File: src/rtl/dimg_pkg.sv
// Constants and types shared by the digital I/O multiplexer group
package dimg_pkg;
    localparam int CARD_W = 8;           // Signals served by one multiplexer card
    localparam int WORD_W = 24;          // Widest group word, three cards
    localparam int MAX_CARDS = 3;        // Cards in one group
    localparam int MAX_MUX_CARDS = 16;   // Multiplexer cards in one nest row
    localparam int NUM_LEVELS = 8;       // Interrupt levels shared by all groups
    localparam int LEVEL_W = 3;
    localparam int MAX_PINT_GROUPS = 16; // Process interrupt groups in the system
    localparam int MAX_PINT_INPUTS = 384;
    localparam int CLK_PERIOD_PS = 10000;        // 100 MHz system clock
    localparam int MOM_PULSE_US = 16500;         // Momentary output pulse, 16.5 ms
    // Scaled in two steps so the product stays inside a 32-bit int
    localparam int MOM_PULSE_CYC = MOM_PULSE_US * 1000 / (CLK_PERIOD_PS / 1000);
    localparam logic [WORD_W-1:0] WORD_ZERO = 24'h000000;

    // Signal type that a group's cards carry
    typedef enum logic [2:0] {
        KIND_CONTACT,
        KIND_PINT,
        KIND_STEADY,
        KIND_MOMENT,
        KIND_RELAY
    } dimg_kind_e;

    // Commands from the device synchronizer
    typedef enum logic [1:0] {
        OP_READ,
        OP_WRITE,
        OP_LEVEL
    } dimg_op_e;
endpackage

File: src/rtl/dimg_card_if.sv
// Link between the group control logic and one output multiplexer card
`timescale 1ns/1ps
interface dimg_card_if;
    import dimg_pkg::*;
    logic wr;
    logic [CARD_W-1:0] wdata;
    logic [CARD_W-1:0] level;

    modport ctrl (output wr, output wdata, input level);
    modport card (input wr, input wdata, output level);
endinterface

File: src/rtl/dimg_card.sv
// One output multiplexer card: 8-bit store, optional momentary pulse gate
`timescale 1ns/1ps
module dimg_card
    import dimg_pkg::*;
#(
    parameter dimg_kind_e KIND = KIND_STEADY,
    parameter int PULSE_CYC = MOM_PULSE_CYC
) (
    input wire logic clk,
    input wire logic rst,
    dimg_card_if.card bus
);
    localparam int CNT_W = $clog2(PULSE_CYC + 1);
    localparam logic [CNT_W-1:0] CNT_LOAD = CNT_W'(PULSE_CYC - 1);

    typedef struct packed {
        logic [CARD_W-1:0] store;
        logic active;
        logic [CNT_W-1:0] cnt;
    } dimg_card_s;

    dimg_card_s st;
    dimg_card_s next_st;

    // Store on every write; momentary cards restart the gate on each write
    always_comb begin
        next_st = st;
        if (bus.wr) begin
            next_st.store = bus.wdata;
        end
        if (KIND == KIND_MOMENT) begin
            if (bus.wr) begin
                next_st.active = 1'b1;
                next_st.cnt = CNT_LOAD;
            end else if (st.active) begin
                if (st.cnt == '0) begin
                    next_st.active = 1'b0;
                end else begin
                    next_st.cnt = st.cnt - 1'b1;
                end
            end
        end
    end

    always_ff @(posedge clk) begin
        if (rst) begin
            st <= '0;
        end else begin
            st <= next_st;
        end
    end

    // Momentary lines only see ones while the gate runs; zeros never pulse
    assign bus.level = (KIND == KIND_MOMENT) ? (st.store & {CARD_W{st.active}}) : st.store;
endmodule // dimg_card

File: src/rtl/dimg_group.sv
// Digital I/O multiplexer group: contact, interrupt and dc output word access
`timescale 1ns/1ps
module dimg_group
    import dimg_pkg::*;
#(
    parameter dimg_kind_e KIND = KIND_PINT,
    parameter int NUM_CARDS = 3,
    parameter int MUX_CARDS = 3,
    parameter bit NEST_SPLIT = 1'b0,
    parameter bit TOP_IS_INPUT = 1'b1,
    parameter bit LOWER_IS_INPUT = 1'b1,
    parameter bit ON_TOP_ROW = 1'b1,
    parameter logic [LEVEL_W-1:0] IRQ_LEVEL = 3'h0,
    parameter int GROUP_ID = 0,
    parameter int PULSE_CYC = MOM_PULSE_CYC
) (
    input wire logic CLK_SYS,
    input wire logic RST,
    input wire logic CMD_VALID,
    input wire dimg_op_e CMD_OP,
    input wire logic CMD_CRIT,
    input wire logic [LEVEL_W-1:0] CMD_LEVEL,
    input wire logic [WORD_W-1:0] CMD_WDATA,
    output logic CMD_RSP,
    output logic [WORD_W-1:0] CMD_RDATA,
    output logic [MAX_PINT_GROUPS-1:0] LVL_BITS,
    input wire logic [WORD_W-1:0] CONTACT,
    output logic IRQ_REQ,
    output logic GROUP_PEND,
    output logic [WORD_W-1:0] DOUT,
    output logic [WORD_W-1:0] RELAY_A,
    output logic [WORD_W-1:0] RELAY_B
);
    localparam bit IS_INPUT = (KIND == KIND_CONTACT) || (KIND == KIND_PINT);
    localparam bit IS_PINT = (KIND == KIND_PINT);
    // Direction of the row this group sits on; a whole nest uses the top setting
    localparam bit ROW_IS_INPUT = (NEST_SPLIT && !ON_TOP_ROW) ? LOWER_IS_INPUT : TOP_IS_INPUT;
    localparam logic [WORD_W-1:0] CARD_MASK = WORD_W'((32'h1 << (CARD_W * NUM_CARDS)) - 1);

    // Build-time checks on the configuration
    if (NUM_CARDS < 1 || NUM_CARDS > MAX_CARDS) begin : g_bad_cards
        $error("group must hold one to three cards");
    end
    if (!NEST_SPLIT && (TOP_IS_INPUT != LOWER_IS_INPUT)) begin : g_bad_nest
        $error("whole nest must use one direction");
    end
    if (ROW_IS_INPUT != IS_INPUT) begin : g_bad_row
        $error("group kind does not match row direction");
    end
    if (MUX_CARDS < 1 || MUX_CARDS > MAX_MUX_CARDS) begin : g_bad_mux
        $error("row must hold one to sixteen cards");
    end
    if (IS_PINT && (GROUP_ID < 0 || GROUP_ID >= MAX_PINT_GROUPS)) begin : g_bad_id
        $error("interrupt group number out of range");
    end

    typedef struct packed {
        logic rsp;
        logic [WORD_W-1:0] rdata;
        logic [MAX_PINT_GROUPS-1:0] lvl_bits;
        logic [WORD_W-1:0] cause;
        logic pend;
        logic irq;
    } dimg_group_s;

    dimg_group_s st;
    dimg_group_s next_st;
    logic [WORD_W-1:0] closed;
    wire logic [WORD_W-1:0] card_out;
    logic is_read;
    logic is_crit_read;
    logic is_own_level;
    logic is_write;

    // Closed contacts read as one; unpopulated card slices read as zero
    assign closed = IS_INPUT ? (CONTACT & CARD_MASK) : WORD_ZERO;
    assign is_read = CMD_VALID && (CMD_OP == OP_READ);
    assign is_crit_read = is_read && CMD_CRIT && IS_PINT;
    assign is_own_level = CMD_VALID && (CMD_OP == OP_LEVEL) && (CMD_LEVEL == IRQ_LEVEL);
    assign is_write = CMD_VALID && (CMD_OP == OP_WRITE) && !IS_INPUT;

    // Command answers and interrupt bookkeeping
    always_comb begin
        next_st = st;
        next_st.rsp = CMD_VALID;
        next_st.lvl_bits = '0;
        if (is_read) begin
            // Critical read on an interrupt group returns the causing contacts
            next_st.rdata = is_crit_read ? st.cause : closed;
        end else if (CMD_VALID) begin
            next_st.rdata = WORD_ZERO;
        end
        if (is_own_level && IS_PINT) begin
            next_st.lvl_bits[GROUP_ID] = st.pend;
        end
        if (IS_PINT) begin
            // A contact closing in the clearing cycle is kept, set wins
            next_st.cause = (is_crit_read ? WORD_ZERO : st.cause) | closed;
            next_st.irq = |closed;
            next_st.pend = (is_own_level ? 1'b0 : st.pend) | (|closed);
        end
    end

    always_ff @(posedge CLK_SYS) begin
        if (RST) begin
            st <= '0;
        end else begin
            st <= next_st;
        end
    end

    // Output cards, one per byte of the group word
    for (genvar c = 0; c < MAX_CARDS; c++) begin : g_card
        if (c < NUM_CARDS && !IS_INPUT) begin : g_fit
            dimg_card_if cif ();
            assign cif.wr = is_write;
            assign cif.wdata = CMD_WDATA[c*CARD_W +: CARD_W];
            assign card_out[c*CARD_W +: CARD_W] = cif.level;
            dimg_card #(
                .KIND(KIND),
                .PULSE_CYC(PULSE_CYC)
            ) u_card (
                .clk(CLK_SYS),
                .rst(RST),
                .bus(cif)
            );
        end else begin : g_empty
            assign card_out[c*CARD_W +: CARD_W] = '0;
        end
    end

    assign CMD_RSP = st.rsp;
    assign CMD_RDATA = st.rdata;
    assign LVL_BITS = st.lvl_bits;
    assign IRQ_REQ = st.irq;
    assign GROUP_PEND = st.pend;
    // Relay pairs drive opposite coils; RELAY_B is the complement of RELAY_A on populated slices
    assign DOUT = (KIND == KIND_RELAY) ? WORD_ZERO : card_out;
    assign RELAY_A = (KIND == KIND_RELAY) ? card_out : WORD_ZERO;
    assign RELAY_B = (KIND == KIND_RELAY) ? (~card_out & CARD_MASK) : WORD_ZERO;
endmodule // dimg_group

File: config.mk
export PLATFORM = sky130hd
export DESIGN_NAME = dimg_group
export DESIGN_NICKNAME = d
export VERILOG_FILES = /design/src/rtl/dimg_pkg.sv /design/src/rtl/dimg_card_if.sv /design/src/rtl/dimg_card.sv /design/src/rtl/dimg_group.sv
export SDC_FILE = /design/constraint.sdc
export NUM_CORES = 1
export LEC_CHECK = 0
export ABC_AREA = 1
export BUFFER_PORTS_ARGS = -buffer_cell sky130_fd_sc_hd__buf_2
export CAP_MARGIN = 40
export CORE_UTILIZATION = 30
export DETAILED_ROUTE_END_ITERATION = 8
export SYNTH_ARGS = -nofsm -noshare
export SYNTH_HDL_FRONTEND = slang
export SYNTH_SLANG_ARGS = --single-unit
File: constraint.sdc
create_clock -name CLK_SYS -period 1.2 [get_ports CLK_SYS]
set_input_delay 0.12 -clock CLK_SYS [delete_from_list [all_inputs] [get_ports CLK_SYS]]
set_output_delay 0.12 -clock CLK_SYS [all_outputs]
set_load 0.05 [all_outputs]
* Word level (Yosys, flattened, before mapping)
Index checks and enable logic that the tools add are counted.
W data, S select, Z words.
** Storage, ports and cells
- Output and inout bits :: 115
- Input port bits :: 57
- Register bits :: 67
** Operators by class
- Reductions and logical operators :: 9
- Multiplexer cells :: 5
- Bitwise operators :: 3
- Eq/ne operators :: 1
** Operator list (number)
- $mux W24 :: 4
- $or A24 B24 Y24 :: 1
- $reduce_or A24 Y1 :: 1
- $logic_and A1 B1 Y1 :: 4
- $logic_not A3 Y1 :: 1
- $eq A2 B2 Y1 const B :: 1
- $logic_not A2 Y1 :: 1
- $reduce_bool A2 Y1 :: 1
- $reduce_or A2 Y1 :: 1
- $mux W1 :: 1
- $not A1 Y1 :: 1
- $or A1 B1 Y1 :: 1

* Logic depth before layout (Yosys ltp)
Gate-level depths: netlist of the first run.
- Word-level depth :: 5
- Mapped depth :: 6
- Gate-level depth less buffers :: 6

* Least setup slack after synthesis of the first run
Ideal clock, no wire load.
- Path kind :: input to register
- Start point :: input port CMD_VALID
- End point :: register st[22] in the netlist's numbering
- Cell stages on the path :: 6
- Library setup time :: 0.138 ns
- Arrival time :: 0.796 ns
- Setup slack :: 0.266 ns
- Cell sequence :: inv_2 -> nor3_4 -> nand2_4 -> buf_6 -> nand2_1 -> a21oi_1
** On the way
- Cells in the longest elaborated chain, start to end :: 4
** RTL lines
- from (decl) :: RTL line dimg_group.sv:19 : input wire logic CMD_VALID,
- $logic_and A1 B1 Y1 :: RTL line dimg_group.sv:77 : assign is_read = CMD_VALID && (CMD_OP == OP_READ);
- $logic_and A1 B1 Y1 :: RTL line dimg_group.sv:78 : assign is_crit_read = is_read && CMD_CRIT && IS_PINT;
- $mux W24 :: RTL line dimg_group.sv:98 : next_st.cause = (is_crit_read ? WORD_ZERO : st.cause) | closed;
- $or A24 B24 Y24 :: RTL line dimg_group.sv:98
- to (signal assigned) :: RTL line dimg_group.sv:108 : st <= next_st;
- to (decl) :: RTL line dimg_group.sv:66 : dimg_group_s st;
No other way between the ends.
A chain may end at the register's enable or synchronous reset.

* Final worst setup path of the first run
- Start point :: register st (netlist bit GROUP_PEND)
- End point :: output port GROUP_PEND
** RTL lines
- to (decl) :: RTL line dimg_group.sv:29 : output logic GROUP_PEND,
No word-level cell between the ends.

==> results.txt, run 1 <==
outcome -> complete, no violations
reg2reg setup slack -> 470 ps
first-pass GRT wire length -> 8190 microns
NumNets Final -> 498
routed vias -> 2180
hold path cells -> 3
min-delay src -> CONTACT[13]
Synth Register Bits -> 52
layout cells sized above 1 -> 18.4%
Ys Warns -> 0
Hold Vio Cnt, Final -> 0
Resized cells post-CTS -> 0
CTS buffer count -> 5
Initial DRC Count -> 52
setup bufs post-CTS -> 0
Worst path slowest cell -> dfxtp_1
Req. time, crit path -> 1080 ps
sequential power share -> 46.6%
Pwr Density -> 1320 mW/mm^2
clock sinks -> 52
overall die width -> 102 microns
worst-path fanout max -> 3
die area -> 0.0104 sq mm
Worst-path clk slew -> 90 ps
CTS HTree Levels -> 2
maxcap violations -> 0
Initial Util -> 30.7%
final setup vio count -> 0
routability congestion estimate -> 0.711
WL/cell -> 9.36 microns
Leakage -> 1.51 nW
DRT antenna net count -> 0
Min-Delay Path Class -> primary input to register
CTS hold repair buffers -> 0
FF-to-FF End -> CMD_RDATA[11]$_SDFFE_PP0P_
Clock power frac -> 27.0%
initial antenna violation count -> 0
Seq/Total Area, Yosys -> 34.8%
core box area -> 0.00973 sq mm
routed vias/inst -> 3.80
P&R area growth vs syn -> 0.293%
GRT Util Overall -> 10.5%
Net Sw Frac -> 37.3%
delay-heaviest family, CP -> flip-flops
IO buf count -> 60
leading area contributor after synthesis -> dfxtp_1
Yosys cell types -> 20
Clock Skew -> 0.672 ps
Worst IR Drop VDD -> 0.414 mV
Crit path largest cell delay -> 360 ps
cells after synthesis -> 410
Final Power -> 3.96 mW
final critical-path setup slack -> 150 ps
RSZ-0062 raised after global routing -> no
WP data arrival -> 930 ps
Logic pwr share -> 26.5%
Antenna Cells -> 0
Critical Setup Path Class -> register to output pin
HPWL Detailed -> 3930 microns
synth top area cells -> dfxtp_1, buf_4, nand2_1
remaining routing DRC violations -> 0
grt ovf -> 0
# rows -> 36
Longest Clk Path Bufs -> 2
R2R cell count -> 4
switching pwr -> 1.48 mW
hold path endpoint -> st[15]$_SDFF_PP0_
Max Clk Rate -> 952 MHz
Place WS -> 129 ps
Ports -> 172
Slew Viols, Final -> 0
Layout fillers -> 1096
fin crit period -> 1050 ps
Die Y -> 102 microns
final period utilization -> 87.5%
DRT Wirelength -> 5370 microns
largest net degree at the start of global routing -> 50
final hold slack -> 82.3 ps
Post-Syn Area -> 0.00299 sq mm
crit end category -> output pin
Clock Latency Late Sink -> 300 ps
DRT Pass-1 Iters -> 4
Critical Path Start Type -> register
cell internal pwr -> 2.48 mW
vias in the first global route -> 1663
post-route setup TNS -> 0 ps
mean post-synth cell area -> 7.29 sq um
worst path cell trace -> buf_2
top cell type's share of synthesized area -> 34.8%
reg2reg start -> st[13]$_SDFF_PP0_
Root Driver -> clkbuf_8
CTS tree -> yes
worst path bufs/invs -> 1
[layout make-up]
type | count | area (sq um) | share of cell area [%]
repair buffers | 67 | 378 | 12.6
multi-input cells | 288 | 1210 | 40.5
clock buffers | 7 | 96.3 | 3.22
flip-flops and latches | 52 | 1040 | 34.7
inverters | 27 | 101 | 3.38
well taps | 133 | 166 | 5.55
[sequential cells by signal, indices dropped and copies added (netlist names)]
register / flops
CMD_RDATA: 24
GROUP_PEND: 1
IRQ_REQ: 1
LVL_BITS: 1
CMD_RSP: 1
st: 24
[power by group through the flow]
stage / registers (mW) / logic [mW] / clock network (mW)
2_1_floorplan: 1.90 / 1.13 / 0
4_1_cts: 1.84 / 1.05 / 1.13
3_3_place_gp: 1.88 / 1.04 / 0
5_1_grt: 1.86 / 1.13 / 1.20
3_5_place_dp: 1.88 / 1.05 / 0
6_report: 1.84 / 1.05 / 1.07
[worst max-delay path by stage]
| stage | start | endpoint | slack [ps] | cells after the start |
|---|---|---|---|---|
| floorplan | CMD_VALID | st[22]$_SDFF_PP0_ | 270 | 6 |
| global placement | CMD_OP[1] | CMD_RDATA[3]$_SDFFE_PP0P_ | 150 | 5 |
| detailed placement | CMD_OP[1] | CMD_RDATA[23]$_SDFFE_PP0P_ | 130 | 5 |
| CTS | CMD_RDATA[23]$_SDFFE_PP0P_ | CMD_RDATA[23] | 130 | 1 |
| global route | CMD_RDATA[23]$_SDFFE_PP0P_ | CMD_RDATA[23] | 100 | 1 |
| finish | GROUP_PEND$_SDFF_PP0_ | GROUP_PEND | 150 | 1 |
[metrics by stage]
step / instances / utilization, % / area, sq um
final: 574 / 30.8 / 3000
after global routing: 574 / 30.8 / 3000
after CTS: 574 / 30.8 / 3000
after detailed placement: 567 / 29.8 / 2900
after global placement: 567 / 29.8 / 2900
after floorplan: 496 / - / 3310
[cell usage after synthesis (all sizes together)]
cell type,number
conb,1
nor2,17
a21oi,48
nor3,2
nand3,2
o21ai,24
clkbuf,8
inv,27
dfxtp,52
nor3b,1
buf,121
nand2,107
[placed cells by master, fill, tap and decap left out, drive strengths merged]
cell	netlist	routed
o21ai	24	24
nor3	2	2
nor2	17	17
nand3	2	2
a21oi	48	48
conb	1	87
nor3b	1	1
buf	121	67
dfxtp	52	52
nand2	107	107
inv	27	27
clkbuf	8	7
[layer usage]
layer | wire (microns) | vias to the layer above | GRT usage [%] | share of wire [%]
met1 | 2400 | 964 | 13.2 | 45
met2 | 2570 | 84 | 17.0 | 48
met4 | 60 | 0 | 3.68 | 1.1
met5 | 0 | - | 0 | 0
met3 | 340 | 5 | 3.24 | 6.3
li1 | - | 1127 | - | -
[logic make-up (layout without fill, tap and decap cells)]
logic type | after synthesis | in the layout | synth area share, %
buf+inv | 156 | 101 | 35.3
simple gates | 129 | 129 | 17.1
compound gates | 72 | 72 | 12.6
flops | 52 | 52 | 34.8
other cells | 1 | 87 | 0.126
(Power assumes the default switching activity.)
==> run 2: changes to the inputs <==
SETUP_SLACK_MARGIN = 0.3   (was default)
==> results.txt, run 2 (synthesized netlist as in run 1, its figures left out) <==
first-pass GRT wire length -> 8630 microns
Die Y -> 102 microns
IO buf count -> 60
sequential power share -> 44.5%
Hold Vio Cnt, Final -> 0
worst path cell trace -> buf_8
Crit path largest cell delay -> 360 ps
DRT Pass-1 Iters -> 4
CTS hold repair buffers -> 0
Slew Viols, Final -> 0
largest net degree at the start of global routing -> 33
outcome -> complete, no violations
CTS HTree Levels -> 2
worst-path fanout max -> 2
routed vias -> 2209
layout cells sized above 1 -> 26.1%
die area -> 0.0104 sq mm
Worst IR Drop VDD -> 0.448 mV
routed vias/inst -> 3.80
cell internal pwr -> 2.64 mW
Worst path slowest cell -> dfxtp_2
remaining routing DRC violations -> 0
Req. time, crit path -> 1080 ps
Root Driver -> clkbuf_8
CTS tree -> yes
WL/cell -> 9.52 microns
core box area -> 0.00973 sq mm
DRT Wirelength -> 5540 microns
maxcap violations -> 0
worst path bufs/invs -> 1
WP data arrival -> 810 ps
highest-count cells in the layout ignoring fill and taps -> nand2_1, conb_1, a21oi_1, buf_2, dfxtp_2
routability congestion estimate -> 0.720
Initial DRC Count -> 78
final period utilization -> 77.2%
Clock Latency Late Sink -> 300 ps
P&R area growth vs syn -> 12.4%
Leakage -> 1.61 nW
NumNets Final -> 505
Logic pwr share -> 26.4%
Initial Util -> 30.7%
DRT antenna net count -> 0
clock sinks -> 52
# rows -> 36
Pwr Density -> 1240 mW/mm^2
Min-Delay Path Class -> primary input to register
fin crit period -> 926 ps
vias in the first global route -> 1919
Critical Path Start Type -> register
reg2reg setup slack -> 450 ps
grt ovf -> 0
Clock Skew -> 6.55 ps
Worst-path clk slew -> 100 ps
Net Sw Frac -> 36.8%
commonest non-fill, non-tap cell in the layout -> nand2_1
post-route setup TNS -> 0 ps
final setup vio count -> 0
RSZ-0062 raised after global routing -> yes
Ports -> 172
Longest Clk Path Bufs -> 2
Antenna Cells -> 0
delay-heaviest family, CP -> flip-flops
crit end category -> output pin
Critical Setup Path Class -> register to output pin
Max Clk Rate -> 1080 MHz
initial antenna violation count -> 0
Core Util, Final -> 34.5%
switching pwr -> 1.54 mW
Final Power -> 4.18 mW
overall die width -> 102 microns
CTS buffer count -> 5
Clock power frac -> 29.1%
HPWL Detailed -> 3990 microns
GRT Util Overall -> 10.8%
run 2: power groups by stage:
stage	clock network, mW	logic, mW	registers, mW
3_3_place_gp	0	1.05	1.88
5_1_grt	1.34	1.18	1.87
2_1_floorplan	0	1.13	1.90
3_5_place_dp	0	1.05	1.89
4_1_cts	1.27	1.09	1.86
6_report	1.22	1.10	1.86
run 2: final cells by class:
cell class              count  area (sq um)
repair buffers             74           688
fillers                  1047          6370
clock buffers               5          68.8
inverters                  27           104
multi-input cells         288          1210
well taps                 133           166
clock inverters             3          42.5
flip-flops and latches     52          1080
run 2: worst paths after layout:
check	endpoint	start	cells past startpoint
worst min-delay path	LVL_BITS[0]$_SDFF_PP0_	CMD_LEVEL[2]	4
worst min register to register	st[14]$_SDFF_PP0_	st[14]$_SDFF_PP0_	2
worst max-delay path	CMD_RDATA[16]	CMD_RDATA[16]$_SDFFE_PP0P_	1
worst max register to register	CMD_RDATA[16]$_SDFFE_PP0P_	st[18]$_SDFF_PP0_	4
run 2: per-stage QoR:
step	setup WS (ps)	cells	hold slack, ps	instance area, sq um
after detailed placement	81.5	568	396	2910
after global placement	132	568	394	2910
final	274	582	74.0	3360
after CTS	244	580	59.9	3300
after global routing	231	582	65.7	3360
after floorplan	271	496	269	3310
run 2: routing by layer:
metal  up-vias  wire length [microns]  GRT usage (%)  share of wire [%]
met3         5                    309           2.90                5.6
met4         0                     46           3.12               0.83
met5         -                      0              0                  0
met2        80                   2810           19.7                 51
met1       980                   2380           12.2                 43
li1       1144                      -              -                  -
run 2: repair_timing:
item | 4_1_cts | 5_1_grt
cloned | 0 | 0
setup buffers | 4 | 2
pin swaps | 0 | 0
hold endpoints to repair | 0 | 0
endpoints found under the setup margin | 28 | 28
gates resized for setup | 93 | 13
==> run 3: changes to the inputs <==
ABC_AREA = 0   (was 1)
clock period = 0.8 ns   (was 1.2 ns; I/O delays follow)
==> results.txt, run 3 <==
Layout fillers -> 977
Non-Filler Instances -> 575
Req. time, crit path -> 720 ps
P&R area growth vs syn -> 39.6%
Initial DRC Count -> 63
die area -> 0.0111 sq mm
overall die width -> 105 microns
routed vias/inst -> 3.93
Worst path slowest cell -> dfxtp_2
Post-synth EDFFs -> 0
top cell type's share of synthesized area -> 32.6%
layout cells sized above 1 -> 66.7%
final setup vio count -> 70
DRT Wirelength -> 6930 microns
failing checks -> negative hold slack, negative setup slack
routed vias -> 2259
GRT Util Overall -> 12.6%
leading area contributor after synthesis -> dfxtp_1
cell area after placement -> 0.00372 sq mm
CTS HTree Levels -> 2
Worst-path clk slew -> 100 ps
most common cell in the netlist -> buf_4
synth top area cells -> dfxtp_1, buf_4, mux2_4
switching pwr -> 2.47 mW
final period utilization -> 113%
outcome -> finished with violations
Crit path largest cell delay -> 370 ps
Pwr Density -> 1570 mW/mm^2
flip-flop and latch area -> 0.00110 sq mm
initial antenna violation count -> 1
Longest Clk Path Bufs -> 2
routability congestion estimate -> 0.706
Place WS -> -447 ps
sequential power share -> 40.2%
routing usage on met1 -> 14.8%
DRT antenna net count -> 0
commonest non-fill, non-tap cell in the layout -> conb_1
GRT Max-Usage Layer -> met2
cells after synthesis -> 342
Seq/Total Area, Yosys -> 32.6%
clock sinks -> 52
highest-count cells in the layout ignoring fill and taps -> conb_1, buf_4, a21oi_2, dfxtp_2, nor2_1
vias in the first global route -> 2056
WP data arrival -> 820 ps
worst path cell trace -> buf_8
HPWL Detailed -> 4760 microns
worst path bufs/invs -> 1
Clock Skew -> 5.31 ps
worst-path fanout max -> 2
maxcap violations -> 0
Clock Latency Late Sink -> 310 ps
multi-input logic area -> 0.00178 sq mm
Clock power frac -> 27.0%
IO buf count -> 60
WL/cell -> 12.1 microns
ys flop type -> dfxtp_1
Ys Warns -> 0
GR Util met3 -> 3.06%
crit end category -> output pin
delay-heaviest family, CP -> flip-flops
Synth Register Bits -> 52
largest net degree at the start of global routing -> 28
top post-synthesis cells by count -> buf_4, dfxtp_1, a21oi_1, nor2_1
CTS buffer count -> 5
fin crit period -> 902 ps
Max Clk Rate -> 1110 MHz
Leakage -> 2.02 nW
Post-Syn Area -> 0.00319 sq mm
Logic pwr share -> 32.8%
grt ovf -> 0
Yosys cell types -> 26
Net Sw Frac -> 35.4%
first-pass GRT wire length -> 10800 microns
cell internal pwr -> 4.51 mW
reg2reg setup slack -> -70 ps
Min-Delay Path Class -> primary input to register
# rows -> 37
Core Util, Final -> 43.1%
Initial Util -> 30.9%
Slew Viols, Final -> 0
Async SR Flop Fraction -> 0%
RSZ-0062 raised after global routing -> yes
NumNets Final -> 494
Critical Setup Path Class -> register to output pin
Root Driver -> clkbuf_8
Critical Path Start Type -> register
mean post-synth cell area -> 9.33 sq um
core box area -> 0.0103 sq mm
DP Cell Count -> 556
post-route setup TNS -> -3700 ps
final hold slack -> -27.7 ps
met2 usage -> 22.6%
final instance area -> 0.00445 sq mm
CTS tree -> yes
remaining routing DRC violations -> 0
DRT Pass-1 Iters -> 4
final critical-path setup slack -> -102 ps
Ports -> 172
Worst IR Drop VDD -> 0.710 mV
Die Y -> 105 microns
Hold Vio Cnt, Final -> 1
[run 3: cell count changes after synthesis, sizes merged, moves of 2 or more]
cell         before  now
nand2           107    0
nand3             2    0
nor2             17   49
nor3              2    0
and2b             0    5
clkbuf            8    5
or4               0    2
o21ai            24    1
nor2b             0   20
dlygate4sd1       0    2
mux2              0   24
nor4              0    4
inv              27    0
[run 3: what timing repair did]
item,in CTS,in global routing
endpoints found under the hold margin,1,1
setup endpoints to repair,79,79
pin swaps,21,19
cloned,3,0
setup buffers,4,3
gates resized for setup,106,26
[run 3: worst paths after layout]
path | cells past startpoint | startpoint | endpoint
worst min register to register | 2 | GROUP_PEND$_SDFF_PP0_ | GROUP_PEND$_SDFF_PP0_
worst min-delay path | 3 | CONTACT[16] | st[18]$_SDFF_PP0_
worst max register to register | 3 | st[22]$_SDFF_PP0_ | CMD_RDATA[20]$_SDFFE_PP0P_
worst max-delay path | 1 | CMD_RDATA[8]$_SDFFE_PP0P_ | CMD_RDATA[8]
[run 3: kinds of logic after synthesis]
logic type / share of synthesized area (%)
AO/OA/AOI/OAI: 10.4
buffers and inverters: 29.6
flip-flops: 32.6
multiplexers: 10.8
other: 0.117
AND/OR/NAND/NOR: 16.4
[run 3: routing by layer]
metal	routed length [microns]	up-vias	share of wire [%]
li1	-	1105	-
met3	418	6	6.0
met2	3590	87	52
met5	0	-	0
met4	45	0	0.65
met1	2880	1061	42
[run 3: area by class of cell]
class / instances / share of cell area (%)
clock buffers: 6 / 1.85
repair buffers: 130 / 28.9
diodes: 1 / 0.0562
flip-flops and latches: 52 / 24.8
well taps: 136 / 3.82
clock inverters: 2 / 0.758
multi-input cells: 248 / 39.9
[run 3: per-stage QoR]
stage	power [mW]	hold slack (ps)
final	6.97	-27.7
after global routing	7.25	-8.67
after CTS	6.95	-38.2
after detailed placement	4.90	330
after global placement	4.87	315
after floorplan	4.80	191
[run 3: power by group through the flow]
stage / Clock [mW] / Sequential (mW) / Combinational, mW
floorplan: 0 / 2.87 / 1.93
global placement: 0 / 2.83 / 2.05
detailed placement: 0 / 2.83 / 2.07
CTS: 1.93 / 2.80 / 2.22
global route: 2.03 / 2.82 / 2.40
finish: 1.88 / 2.80 / 2.29
